$ cat src/rtl/vcr_defines.svh
// Purpose: Offsets, field positions, reset values and timing counts of the oscillator calibration registers.
// Assumes: Byte-wide registers on the serial register port, 250 MHz core clock.
// Notes on behaviour
// - A 7-bit read/write trim field in the low bits sets oscillator frequency.
// - A running calibration writes its result into the trim field automatically.
// - After calibration the trim reads the calibrated code and software may rewrite it.
// - A 3-bit settle field, reset 4, sets the wait per trim step; larger is longer.
// - Bit 0 of the calibration control register enables the calibration engine.
// - With calibration enabled, writing the hold bit from one to zero starts calibration.
// - The engine searches the trim code to centre the oscillator frequency.
// - Status bit 0 reads one once calibration has finished.
// - With calibration disabled the done flag also reads one.
// - The status register at 0x5E is read-only and ignores writes.
// - All registers are reached through the serial register port.
`ifndef VCR_DEFINES_SVH
`define VCR_DEFINES_SVH

`define VCR_ADDR_TRIM 7'h59
`define VCR_ADDR_HOLD 7'h5C
`define VCR_ADDR_CTRL 7'h5D
`define VCR_ADDR_STAT 7'h5E

`define VCR_TRIM_MSB 6
`define VCR_HOLD_BIT 0
`define VCR_EN_BIT 0
`define VCR_STL_LSB 4
`define VCR_STL_MSB 6
`define VCR_DONE_BIT 0

`define VCR_RST_TRIM 7'h00
`define VCR_RST_HOLD 1'b0
`define VCR_RST_EN 1'b0
`define VCR_RST_STL 3'h4

// Base settle time in nanoseconds and its count at 250 MHz; the code doubles it per settle step.
`define VCR_SETTLE_BASE_NS 64
`define VCR_CLK_PERIOD_NS 4
`define VCR_SETTLE_BASE_CYC (`VCR_SETTLE_BASE_NS / `VCR_CLK_PERIOD_NS)

`endif

$ cat src/rtl/vcr_pkg.sv
// Purpose: Types shared by the oscillator calibration register block.
// Assumes: Field widths are written here as literals and match the defines.
// Notes: Only types live here.
`default_nettype none
package vcr_pkg;
   typedef enum logic [1:0] {CAL_IDLE, CAL_SETTLE, CAL_DECIDE, CAL_DONE} vcr_cal_e;
   typedef struct packed {
      logic [6:0] trim;
      logic hold;
      logic cal_en;
      logic [2:0] settle_sel;
   } vcr_cfg_s;
   typedef struct packed {
      logic we;
      logic [6:0] addr;
      logic [7:0] wdata;
   } vcr_wr_s;
endpackage
`default_nettype wire

$ cat src/rtl/vcr_osc_cal.sv
// Purpose: Oscillator calibration registers and trim search engine.
// Assumes: osc_fast compares oscillator against reference times divider ratio, from the synthesizer.
// Notes: Binary search over seven trim bits, one settle wait per step.
`include "vcr_defines.svh"
`default_nettype none
module vcr_osc_cal
   import vcr_pkg::*;
#(
   parameter int SETTLE_BASE_CYC = `VCR_SETTLE_BASE_CYC
)
(
   input wire logic clock,
   input wire logic rst_n,
   input wire logic spi_sclk,
   input wire logic spi_cs_n,
   input wire logic spi_sdi,
   output logic spi_sdo,
   output logic spi_sdo_oe_n,
   input wire logic osc_fast,
   output logic [6:0] osc_trim_code,
   output logic synth_hold_bit,
   output logic osc_cal_complete,
   output logic cal_busy
);
   vcr_wr_s wr;
   logic [6:0] rd_addr;
   logic [7:0] rd_data;
   vcr_cfg_s cfg_q, cfg_d;
   vcr_cal_e st_q, st_d;
   logic [6:0] bit_q, bit_d;
   logic [15:0] wait_q, wait_d;
   logic done_q, done_d;
   logic [2:0] fast_q, fast_d;
   logic fast_s;

   function automatic logic [15:0] settle_cycles(input logic [2:0] sel);
      settle_cycles = 16'(SETTLE_BASE_CYC) << sel;
   endfunction

   vcr_spi_port u_port (
      .clock(clock),
      .rst_n(rst_n),
      .spi_sclk(spi_sclk),
      .spi_cs_n(spi_cs_n),
      .spi_sdi(spi_sdi),
      .spi_sdo(spi_sdo),
      .spi_sdo_oe_n(spi_sdo_oe_n),
      .rd_addr(rd_addr),
      .rd_data(rd_data),
      .wr(wr)
   );

   always_comb
   begin
      if (rd_addr == `VCR_ADDR_TRIM)
         rd_data = {1'b0, cfg_q.trim};
      else if (rd_addr == `VCR_ADDR_HOLD)
         rd_data = {7'h00, cfg_q.hold};
      else if (rd_addr == `VCR_ADDR_CTRL)
         rd_data = {1'b0, cfg_q.settle_sel, 3'h0, cfg_q.cal_en};
      else if (rd_addr == `VCR_ADDR_STAT)
         rd_data = {7'h00, done_q};
      else
         rd_data = 8'h00;
   end

   always_comb
   begin
      fast_d = {fast_q[1:0], osc_fast};
      fast_s = fast_q[2];
      if (fast_q[1] == fast_q[2])
         fast_s = fast_q[1];
      cfg_d = cfg_q;
      st_d = st_q;
      bit_d = bit_q;
      wait_d = wait_q;
      done_d = done_q;
      if (wr.we && wr.addr == `VCR_ADDR_TRIM && st_q != CAL_SETTLE && st_q != CAL_DECIDE)
         cfg_d.trim = wr.wdata[`VCR_TRIM_MSB:0];
      if (wr.we && wr.addr == `VCR_ADDR_HOLD)
         cfg_d.hold = wr.wdata[`VCR_HOLD_BIT];
      if (wr.we && wr.addr == `VCR_ADDR_CTRL)
      begin
         cfg_d.cal_en = wr.wdata[`VCR_EN_BIT];
         cfg_d.settle_sel = wr.wdata[`VCR_STL_MSB:`VCR_STL_LSB];
      end
      case (st_q)
         CAL_IDLE:
         begin
            done_d = !cfg_q.cal_en;
            if (cfg_q.hold && wr.we && wr.addr == `VCR_ADDR_HOLD && !wr.wdata[`VCR_HOLD_BIT] && cfg_q.cal_en)
            begin
               st_d = CAL_SETTLE;
               bit_d = 7'h40;
               cfg_d.trim = 7'h40;
               wait_d = settle_cycles(cfg_q.settle_sel);
               done_d = 1'b0;
            end
            else if (!cfg_q.hold && !cfg_q.cal_en)
               done_d = 1'b1;
         end
         CAL_SETTLE:
         begin
            wait_d = wait_q - 16'h0001;
            if (wait_q <= 16'h0001)
               st_d = CAL_DECIDE;
         end
         CAL_DECIDE:
         begin
            st_d = CAL_SETTLE;
            wait_d = settle_cycles(cfg_q.settle_sel);
            bit_d = bit_q >> 1;
            cfg_d.trim = cfg_q.trim;
            if (fast_s)
               cfg_d.trim = cfg_q.trim & ~bit_q;
            cfg_d.trim = cfg_d.trim | (bit_q >> 1);
            if (bit_q == 7'h01)
            begin
               st_d = CAL_DONE;
               wait_d = 16'h0000;
            end
         end
         default:
         begin
            done_d = 1'b1;
            if (cfg_q.hold)
               st_d = CAL_IDLE;
         end
      endcase
   end

   always_ff @(posedge clock)
   begin
      if (!rst_n)
      begin
         cfg_q <= {`VCR_RST_TRIM, `VCR_RST_HOLD, `VCR_RST_EN, `VCR_RST_STL};
         st_q <= CAL_IDLE;
         bit_q <= 7'h00;
         wait_q <= 16'h0000;
         done_q <= 1'b0;
         fast_q <= 3'h0;
      end
      else
      begin
         cfg_q <= cfg_d;
         st_q <= st_d;
         bit_q <= bit_d;
         wait_q <= wait_d;
         done_q <= done_d;
         fast_q <= fast_d;
      end
   end

   assign osc_trim_code = cfg_q.trim;
   assign synth_hold_bit = cfg_q.hold;
   assign osc_cal_complete = done_q;
   assign cal_busy = (st_q == CAL_SETTLE) || (st_q == CAL_DECIDE);
endmodule // vcr_osc_cal
`default_nettype wire

$ cat src/rtl/vcr_spi_port.sv
// Purpose: Serial register port slave; three-wire style, 16-bit frames.
// Assumes: Frame is R/W bit, 7-bit address, 8 data bits, MSB first, sampled on rising sclk, mode 0.
// Notes: Pins pass a three-stage synchroniser; edges count when stages two and three differ.
`include "vcr_defines.svh"
`default_nettype none
module vcr_spi_port
   import vcr_pkg::*;
(
   input wire logic clock,
   input wire logic rst_n,
   input wire logic spi_sclk,
   input wire logic spi_cs_n,
   input wire logic spi_sdi,
   output logic spi_sdo,
   output logic spi_sdo_oe_n,
   output logic [6:0] rd_addr,
   input wire logic [7:0] rd_data,
   output vcr_wr_s wr
);
   logic [2:0] sclk_q, sclk_d, cs_q, cs_d, sdi_q, sdi_d;
   logic [4:0] cnt_q, cnt_d;
   logic [15:0] sh_q, sh_d;
   logic [7:0] out_q, out_d;
   logic sdo_q, sdo_d, oe_n_q, oe_n_d;
   vcr_wr_s wr_q, wr_d;
   logic rise, fall, active;

   always_comb
   begin
      sclk_d = {sclk_q[1:0], spi_sclk};
      cs_d = {cs_q[1:0], spi_cs_n};
      sdi_d = {sdi_q[1:0], spi_sdi};
      active = !cs_q[1] && !cs_q[2];
      rise = sclk_q[1] && sclk_q[2] == 1'b0 && active;
      fall = !sclk_q[1] && sclk_q[2] && active;
      cnt_d = cnt_q;
      sh_d = sh_q;
      out_d = out_q;
      sdo_d = sdo_q;
      oe_n_d = oe_n_q;
      wr_d = '0;
      if (!active)
      begin
         cnt_d = 5'h00;
         oe_n_d = 1'b1;
      end
      else if (rise && cnt_q != 5'h10)
      begin
         sh_d = {sh_q[14:0], sdi_q[2]};
         cnt_d = cnt_q + 5'h01;
         if (cnt_q == 5'h0F && !sh_q[14])
         begin
            wr_d.we = 1'b1;
            wr_d.addr = sh_q[13:7];
            wr_d.wdata = {sh_q[6:0], sdi_q[2]};
         end
      end
      else if (fall && cnt_q == 5'h08 && sh_q[7])
      begin
         out_d = rd_data;
         sdo_d = rd_data[7];
         oe_n_d = 1'b0;
      end
      else if (fall && cnt_q > 5'h08 && cnt_q < 5'h10)
      begin
         out_d = {out_q[6:0], 1'b0};
         sdo_d = out_q[6];
      end
   end

   always_ff @(posedge clock)
   begin
      if (!rst_n)
      begin
         sclk_q <= 3'h0;
         cs_q <= 3'h7;
         sdi_q <= 3'h0;
         cnt_q <= 5'h00;
         sh_q <= 16'h0000;
         out_q <= 8'h00;
         sdo_q <= 1'b0;
         oe_n_q <= 1'b1;
         wr_q <= '0;
      end
      else
      begin
         sclk_q <= sclk_d;
         cs_q <= cs_d;
         sdi_q <= sdi_d;
         cnt_q <= cnt_d;
         sh_q <= sh_d;
         out_q <= out_d;
         sdo_q <= sdo_d;
         oe_n_q <= oe_n_d;
         wr_q <= wr_d;
      end
   end

   assign rd_addr = sh_q[6:0];
   assign spi_sdo = sdo_q;
   assign spi_sdo_oe_n = oe_n_q;
   assign wr = wr_q;
endmodule // vcr_spi_port
`default_nettype wire

$ cat config.mk
export PLATFORM = sky130hd
export DESIGN_NAME = vcr_osc_cal
export DESIGN_NICKNAME = d
export VERILOG_FILES = /design/src/rtl/vcr_pkg.sv /design/src/rtl/vcr_osc_cal.sv /design/src/rtl/vcr_spi_port.sv
export VERILOG_INCLUDE_DIRS = /design/src /design/src/rtl
export SDC_FILE = /design/constraint.sdc
export NUM_CORES = 1
export LEC_CHECK = 0
export BUFFER_PORTS_ARGS = -buffer_cell sky130_fd_sc_hd__buf_2
export CAP_MARGIN = 10
export CORE_ASPECT_RATIO = 1.4
export CORE_MARGIN = 4
export CORE_UTILIZATION = 61
export CTS_CLUSTER_DIAMETER = 50
export DETAILED_ROUTE_END_ITERATION = 12
export PLACE_DENSITY = 0.79
export SETUP_SLACK_MARGIN = 0.02
export SLEW_MARGIN = 20
export SYNTH_ARGS = -nofsm -noshare
export SYNTH_HDL_FRONTEND = slang
export SYNTH_SLANG_ARGS = --single-unit
$ cat constraint.sdc
create_clock -name clock -period 2.9 [get_ports clock]
set_clock_uncertainty 0.2 [all_clocks]
set_input_delay 0.58 -clock clock [delete_from_list [all_inputs] [get_ports clock]]
set_output_delay 0.58 -clock clock [all_outputs]
set_load 0.01 [all_outputs]
Yosys cells after proc, flatten, opt, wreduce, memory -nomap -nowiden
Cells that the tools add are included.
{ "totals": {"word_cells": 121, "reg_bits": 94, "out_inout_bits": 12, "inputBits": 6} }
{ "op_classes": {"muxes": 28, "bitwise_logic": 5, "n_shift": 1, "n_addsub": 2, "magnitude_cmp": 3, "n_eq_ne": 18, "n_reduce_logical": 44} }
{ "op_table": {"columns": ["op", "n"], "rows": [
  ["7-bit 2-to-1 mux", 10],
  ["7-bit equality test (second input constant)", 7],
  ["16-bit 2-to-1 mux", 3],
  ["16-bit one-hot mux with 3 select lines", 1],
  ["7-bit one-hot mux with 2 select lines", 2],
  ["1-bit logical AND", 21],
  ["16-bit by 1-bit less-or-equal comparator with 1-bit output (second input constant)", 1],
  ["5-bit by 3-bit left shift with 16-bit output (first input constant)", 1],
  ["16-bit by 1-bit subtractor with 16-bit output (second input constant)", 1],
  ["5-bit by 4-bit equality test with 1-bit output (second input constant)", 2],
  ["2-bit AND reduction", 5],
  ["3-bit AND reduction", 3],
  ["2-bit 2-to-1 mux", 4],
  ["7-bit AND", 1],
  ["7-bit by 1-bit equality test with 1-bit output (second input constant)", 1],
  ["1-bit zero test", 7],
  ["7-bit inverter", 1],
  ["7-bit by 6-bit OR with 7-bit output", 1],
  ["1-bit 2-to-1 mux", 6],
  ["2-bit != test (second input constant)", 3],
  ["2-bit one-hot mux with 3 select lines", 1],
  ["5-bit by 1-bit adder with 5-bit output (second input constant)", 1],
  ["5-bit by 4-bit > comparator with 1-bit output (second input constant)", 1],
  ["5-bit less-than comparator (second input constant)", 1],
  ["other kinds (14)", 16]
]} }

Logic depth before layout (Yosys ltp)
Gate-level depths: netlist (run 1).
{ "logic_depth": {"ltp_word": 7, "depth_mapped": 10, "mapped_depth_nobuf": 7} }

By module
A second synthesis (run 1) with hierarchy kept.
{ "unflattened": {"hier_cells": 485, "area_unflattened_um2": 4434.3} }
{ "by_module_without_submodules": {"columns": ["module", "cells_each", "area_per_inst_um2", "instances", "seq_area_each_um2"], "rows": [
  ["vcr_osc_cal", 276, 2338.5, 1, 820.8],
  ["vcr_spi_port", 209, 2095.8, 1, 1081.0]
]} }

Least setup slack after synthesis (run 1)
Ideal clock, no wire load.
{ "synth_timing": {"kind": "register -> register", "from": "register st_q[0]", "to": "register cfg_q (netlist bit osc_trim_code[0])", "path_slack_ns": 0.673, "stages_incl_launch_ff": 9, "t_arrival_ns": 1.901, "t_required_ns": 2.574, "period_less_slack_ns": 2.227, "setup_time_ns": 0.126, "path_buffers": 1, "path_cell_list": "dfxtp_1 > inv_1 > ha_1 > clkbuf_1 > or2_2 > nor4_1 > nand2_1 > mux2i_1 > o22ai_1"} }
{ "synth_between": {"elab_chain_len": 6, "word_cells_on_any_way": 9, "classes_between": "eq/ne (3); mux (3); reduce/logical (3)"} }
{ "synth_rtl": {"columns": ["item", "line", "text"], "rows": [
  ["from (decl)", "vcr_osc_cal.sv:29", "vcr_cal_e st_q, st_d;"],
  ["from (signal assigned)", "vcr_osc_cal.sv:146", "st_q <= st_d;"],
  ["2-bit by 1-bit != test with 1-bit output", "vcr_osc_cal.sv:78", "if (wr.we && wr.addr == `VCR_ADDR_TRIM && st_q != CAL_SETTLE && st_q != CAL_DECIDE)"],
  ["1-bit logical AND (2 in a row)", "vcr_osc_cal.sv:78", null],
  ["7-bit 2-to-1 mux", "vcr_osc_cal.sv:78", null],
  ["7-bit 2-to-1 mux", "vcr_osc_cal.sv:91", "if (cfg_q.hold && wr.we && wr.addr == `VCR_ADDR_HOLD && !wr.wdata[`VCR_HOLD_BIT] && cfg_q.cal_en)"],
  ["7-bit one-hot mux with 2 select lines (*)", "vcr_osc_cal.sv:87", "case (st_q)"],
  ["to (signal assigned)", "vcr_osc_cal.sv:136", "cfg_q <= {`VCR_RST_TRIM, `VCR_RST_HOLD, `VCR_RST_EN, `VCR_RST_STL};"],
  ["to (signal assigned)", "vcr_osc_cal.sv:145", "cfg_q <= cfg_d;"],
  ["to (decl)", "vcr_osc_cal.sv:28", "vcr_cfg_s cfg_q, cfg_d;"]
]} }
Mark *: on every way between the ends. The rest lies on a longest branch, timed or not.
A chain may end at the register's enable or synchronous reset.

Worst setup path after layout (run 1)
{ "layout_timing": {"from": "register st_q[0]", "to": "register cfg_q (netlist bit osc_trim_code[5])"} }
Same word-level chain as after synthesis.

==> metrics, run 1 <==
slowest CP cell dfxtp_1; routability cong. 0.938; Seq/Total Area, Yosys 45.4%; kind of critical path flip-flop to flip-flop; WL/cell 15.2 microns; simple-gate area share of the yosys netlist 23.9%; number of antenna diodes 0; Remaining Overflow, GRT 0; worst min path class input pin to flip-flop; Pwr Density 490 nW/um^2; CP Data Arrival Time 2560 ps; FF-to-FF setup slack 390 ps; Compound-Gate Fraction of Synth Area 15.5%; final slew viol count 0; Clk Tree Root Cell clkbuf_8; Clock power frac 38.1%; Startpoint Class flip-flop; first-pass detailed-route iteration total 6; Worst path depth 7; number of synthesized flops with an enable pin 0; vias post-DR 3260; worst reg2reg path depth 7; DRT iter0 DRCs 194; mux contribution to synthesized area 7.30%; FFs w/ async S/R, synth 0%; Top FF cell, synth dfxtp_1; final non-filler cell total 558; post-route ant nets 0; Initial Utilization 62.7%; Sinks on Clock Net 94; critical register-to-register path startpoint st_q[0]; syn nets 469; Worst VDD drop 0.425 mV; Crit path max-delay family simple AND/OR/NAND/NOR gates; Max Freq 399 MHz; Syn. warnings 0; Hold Worst Slack 189 ps; Final Hold Viols 0; Yosys reg bits 94; Switching Share 24.2%; Max transition margin 59.9%; worst skew pair latency 360 ps; Multi-input gate area 2070 sq um; library cells used by synthesis 59; largest area contributor in the netlist dfxtp_1; Tcrit/Tclk final 86.5%; Cell Area, Synth 4150 sq um; adder-cell share of the synthesized area 2.71%; vias in the first global route 3268; area delta synth->final 6.82%; I/O Buffers 17; clock-pin slew on the worst setup and hold paths 100 ps; r2r endpoint osc_trim_code[5]; Num CTS Buffers 9; Worst Setup EP osc_trim_code[5]; number of cells after detailed placement 542; CP Data Required Time 2950 ps; crit end category flip-flop; RSZ-0062 raised after global routing false; Internal Power 0.00165 W; synth top area cells dfxtp_1 (45%), mux2i_1 (6.8%), nor2_1 (4.7%); number of setup buffers added after CTS 0; crit path max fanout 10; die width 77.7 microns; # fillers 555; hpwl dp 6.30 mm; hold_buf cts 0; xor and xnor area share after synthesis 0.422%; most frequent cell after synthesis dfxtp_1; setup TNS 0 ps; Lkg Pwr 1.69 nW; Final Util 67.0%; max_cap viols 0; Avg Cell Area, Syn 9.14 sq um; initial antenna violation count 0; die area 8200 sq um; DRC 0; H-Tree Level Count 3; CTS tree done; final wirelength 8.49 mm; min Tclk post-route 2510 ps; Seq pwr share 60.0%; sequential standard cell area 1880 sq um; Buf/Inv on CP 1; CP cell instances inv_1 > ha_1 > or2_2 > nor4_1 > nand2_1 > mux2i_1 > o22ai_1; # setup viols final 0; share of layout cells above drive strength 1 10.7%; Row Count 35; Worst Tran Pin Value 597 ps; nets@finish 476; Synth top area share 45.4%; largest net degree at the start of global routing 23; net switching power 0.000525 W; CP max stage delay 400 ps; I/O Pins 18; Worst Setup SP st_q[0]; main combinational cell family by area after synthesis simple AND/OR/NAND/NOR gates; combinational power share 1.8%; routed vias/inst 5.84; Overall Global Routing Usage 22.1%; Syn Inst Count 454; core footprint 6610 sq um; commonest cells in the netlist dfxtp_1 (94), nor2_1 (52), a21oi_1 (32); cts repair resizes 0; Final Total Pwr 0.00217 W; die height 106 microns; first-pass GRT wire length 14.6 mm; Max clock buf depth 2; status finished, final reports clean
==> registers in the layout (all words and copies together) (netlist names), 2 cells and up <==
name,flops
bit_q,7
u_port.sdi_q,3
cfg_q,4
osc_trim_code,7
u_port.sclk_q,3
u_port.cnt_q,5
wait_q,16
u_port.sh_q,15
st_q,2
u_port.out_q,7
u_port.cs_q,3
u_port.wr,15
fast_q,3
==> worst reg2reg max path, delay by kind of cell (launching register included) <==
family	cells	cell delay [ps]
simple gates	3	1020
flops	1	400
mux	1	240
fa+ha+maj	1	320
buf+inv	1	110
compound gates	1	110
==> worst min-delay path by stage <==
stage | end | start | slack, ps | cells after the start
final | u_port.cs_q[0] | spi_cs_n | 190 | 2
after global routing | u_port.cs_q[0] | spi_cs_n | 200 | 2
after CTS | u_port.cs_q[0] | spi_cs_n | 180 | 2
after detailed placement | u_port.cs_q[1] | u_port.cs_q[0] | 210 | 1
after global placement | u_port.cs_q[1] | u_port.cs_q[0] | 200 | 1
after floorplan | u_port.cs_q[1] | u_port.cs_q[0] | 190 | 1
==> cells in the final DEF, fill, tap and decap left out, types with 4 or more instances in the layout <==
master    count
dfxtp_1      94
nor2_1       52
nand2_1      31
a21oi_1      31
mux2i_1      28
and2_1       26
o21ai_0      19
buf_2        17
inv_1        14
ha_1          9
clkbuf_8      9
nand3_1       8
nand2b_1      7
o22ai_1       7
a22o_1        7
and3_1        6
nor2b_1       6
a22oi_1       6
a222oi_1      6
and4b_1       5
nor3_1        5
buf_4         5
a31oi_1       4
nand4_1       4
==> stage by stage <==
| step | worst slack (ps) | instance area, sq um |
|---|---|---|
| after floorplan | 673 | 4150 |
| after global placement | 508 | 4240 |
| after detailed placement | 396 | 4240 |
| after CTS | 384 | 4430 |
| after global routing | 206 | 4430 |
| final | 391 | 4430 |
==> layer usage <==
metal  wire [microns]  GRT usage [%]  vias to the layer above
met1             3400           23.9                     1555
met3              284           4.79                       21
li1                 -              -                     1622
met4              223           10.9                        0
met2             4580           39.9                       62
met5                0              0                        -
==> logic make-up (layout without fill, tap and decap cells) <==
logic type | Yosys count | after routing
buffers and inverters | 40 | 52
AND/OR/NAND/NOR | 179 | 179
flip-flops | 94 | 94
multiplexers | 30 | 30
AO/OA/AOI/OAI | 100 | 100
XOR/XNOR | 2 | 2
adder cells (fa/ha/maj) | 9 | 9
==> area by class of cell <==
class	count	area share [%]
clock buffers	9	2.80
clock inverters	7	1.47
flip-flops and latches	94	42.5
multi-input cells	320	46.7
inverters	14	1.19
well taps	92	2.60
repair buffers	22	2.77
==> power by group through the flow <==
stage / clock, W / combinational, W / sequential (W)
global placement: 0 / 0.0000389 / 0.00133
floorplan: 0 / 0.0000274 / 0.00133
global route: 0.000907 / 0.0000442 / 0.00131
CTS: 0.000858 / 0.0000402 / 0.00130
detailed placement: 0 / 0.0000398 / 0.00133
finish: 0.000828 / 0.0000397 / 0.00130
No activity file was read; power rests on OpenSTA's default activity.
==> run 2: changes to the inputs <==
--- a/config.mk
+++ b/config.mk
@@ -6,7 +6,8 @@
 export SDC_FILE = /design/constraint.sdc
 export NUM_CORES = 1
 export LEC_CHECK = 0
-export BUFFER_PORTS_ARGS = -buffer_cell sky130_fd_sc_hd__buf_2
+export ABC_AREA = 1
+export BUFFER_PORTS_ARGS = -buffer_cell sky130_fd_sc_hd__buf_4
 export CAP_MARGIN = 10
 export CORE_ASPECT_RATIO = 1.4
 export CORE_MARGIN = 4
==> metrics, run 2 <==
first-pass GRT wire length 16.9 mm; final wirelength 9.95 mm; crit path max fanout 6; number of cells after detailed placement 733; Worst Setup SP st_q[0]; status finished, final reports clean; Worst Tran Pin Value 663 ps; most common cell after layout, fill and taps aside nand2_1; number of synthesized flops with an enable pin 0; synth top area cells dfxtp_1 (42%), nand2_1 (14%), nor2_1 (6.7%); CP Data Required Time 2120 ps; Lkg Pwr 1.94 nW; number of antenna diodes 0; Max Freq 444 MHz; Yosys reg bits 94; die area 8750 sq um; post-route ant nets 0; final setup margin 646 ps; vias post-DR 3982; Multi-input gate area 2120 sq um; area delta synth->final 6.40%; Worst VDD drop 0.440 mV; initial antenna violation count 0; H-Tree Level Count 3; min Tclk post-route 2250 ps; worst skew pair latency 350 ps; Post-Place Setup Slack 747 ps; Final Util 67.5%; setup TNS 0 ps; Sinks on Clock Net 94; I/O Pins 18; I/O Buffers 17; cts repair resizes 0; largest area contributor in the netlist dfxtp_1; Syn. warnings 0; Initial Utilization 63.4%; Hold Worst Slack 208 ps; Syn Inst Count 644; hpwl dp 7.43 mm; library cells used by synthesis 35; kind of critical path flip-flop to output port; nets@finish 664; die height 109 microns; Top FF cell, synth dfxtp_1; # fillers 684; hold_buf cts 0; Max transition margin 55.8%; Row Count 36; Startpoint Class flip-flop; most frequent cells in the layout nand2_1 (167), dfxtp_1 (94), nor2_1 (80), inv_1 (74), a21oi_1 (55); die width 80.2 microns; routed vias/inst 5.33; Synth top area share 42.2%; final slew viol count 0; Remaining Overflow, GRT 0; largest reg by FF count wait_q; Pwr Density 802 nW/um^2; Avg Cell Area, Syn 6.92 sq um; share of layout cells above drive strength 1 9.66%; routability cong. 0.847; Overall Global Routing Usage 24.7%; DRC 0; FFs w/ async S/R, synth 0%; sequential standard cell area 1880 sq um; CTS tree done; clock-pin slew on the worst setup and hold paths 80 ps; Cell Area, Synth 4460 sq um; largest net degree at the start of global routing 32; Clk Tree Root Cell clkbuf_8; max reg flops 16; worst min path class input pin to flip-flop; max_cap viols 0; CP Data Arrival Time 1470 ps; Worst Hold Launch spi_sclk; syn nets 659; Num CTS Buffers 9; crit end category output port; WL/cell 13.3 microns; core footprint 7030 sq um; first-pass detailed-route iteration total 4; final non-filler cell total 747; # setup viols final 0; Final Hold Viols 0; number of setup buffers added after CTS 0; Tcrit/Tclk final 77.7%; DRT iter0 DRCs 235; most frequent cell after synthesis nand2_1; RSZ-0062 raised after global routing false; Seq/Total Area, Yosys 42.2%; commonest cells in the netlist nand2_1 (167), dfxtp_1 (94), nor2_1 (80); Max clock buf depth 2; vias in the first global route 3924; critical register-to-register path startpoint st_q[0]
==> run 2: changes by cell type after synthesis, moves of 12 or more <==
cell | previous run | this run
mux2i_1 | 28 | 0
inv_1 | 14 | 74
nand2_1 | 31 | 167
nand3_1 | 8 | 42
and2_1 | 26 | 1
nor2_1 | 52 | 80
nand4_1 | 4 | 16
a21oi_1 | 32 | 55
==> run 2: cells by family (layout without fill, tap and decap cells) <==
logic type               after synthesis  in the layout  share of synthesized area [%]
AO/OA/AOI/OAI                         99             99                           11.8
XOR/XNOR                               1              1                          0.197
adder cells (fa/ha/maj)                9              9                           2.53
buffers and inverters                105            113                           10.1
flip-flops                            94             94                           42.2
AND/OR/NAND/NOR                      336            336                           33.1
==> run 2: path summary, 6_finish.rpt <==
path / depth (start not counted) / end / slack (ps)
max: 3 / cal_busy / 650
min reg2reg: 2 / fast_q[2] / 220
max reg2reg: 7 / osc_trim_code[2] / 720
min: 3 / u_port.sclk_q[0] / 210
==> run 2: worst max-delay path, stage by stage, from the launching register on <==
cell and delay (ps):
dfxtp_1 370, inv_1 110, ha_1 460, buf_4 180
==> run 2: final cells by class <==
| class | count | share of cell area (%) |
|---|---|---|
| flip-flops and latches | 94 | 39.7 |
| multi-input cells | 445 | 44.8 |
| clock buffers | 13 | 3.56 |
| clock inverters | 1 | 0.106 |
| well taps | 95 | 2.51 |
| repair buffers | 19 | 3.01 |
| inverters | 80 | 6.36 |
==> run 2: stage by stage <==
stage               power [W]  area [sq um]
floorplan             0.00273          4460
global placement      0.00297          4570
detailed placement    0.00304          4570
CTS                   0.00381          4740
global route          0.00408          4740
finish                0.00380          4740
==> run 2: where the power goes <==
group	switching (W)	internal (W)
Combinational	0.00105	0.000479
Sequential	0.0000941	0.00140
Clock	0.000407	0.000372
==> run 2: routing by layer <==
metal / share of wire [%] / global-route usage [%]
met1: 40 / 26.0
met2: 54 / 47.9
met3: 3.6 / 3.31
met4: 2.3 / 10.3
met5: 0 / 0
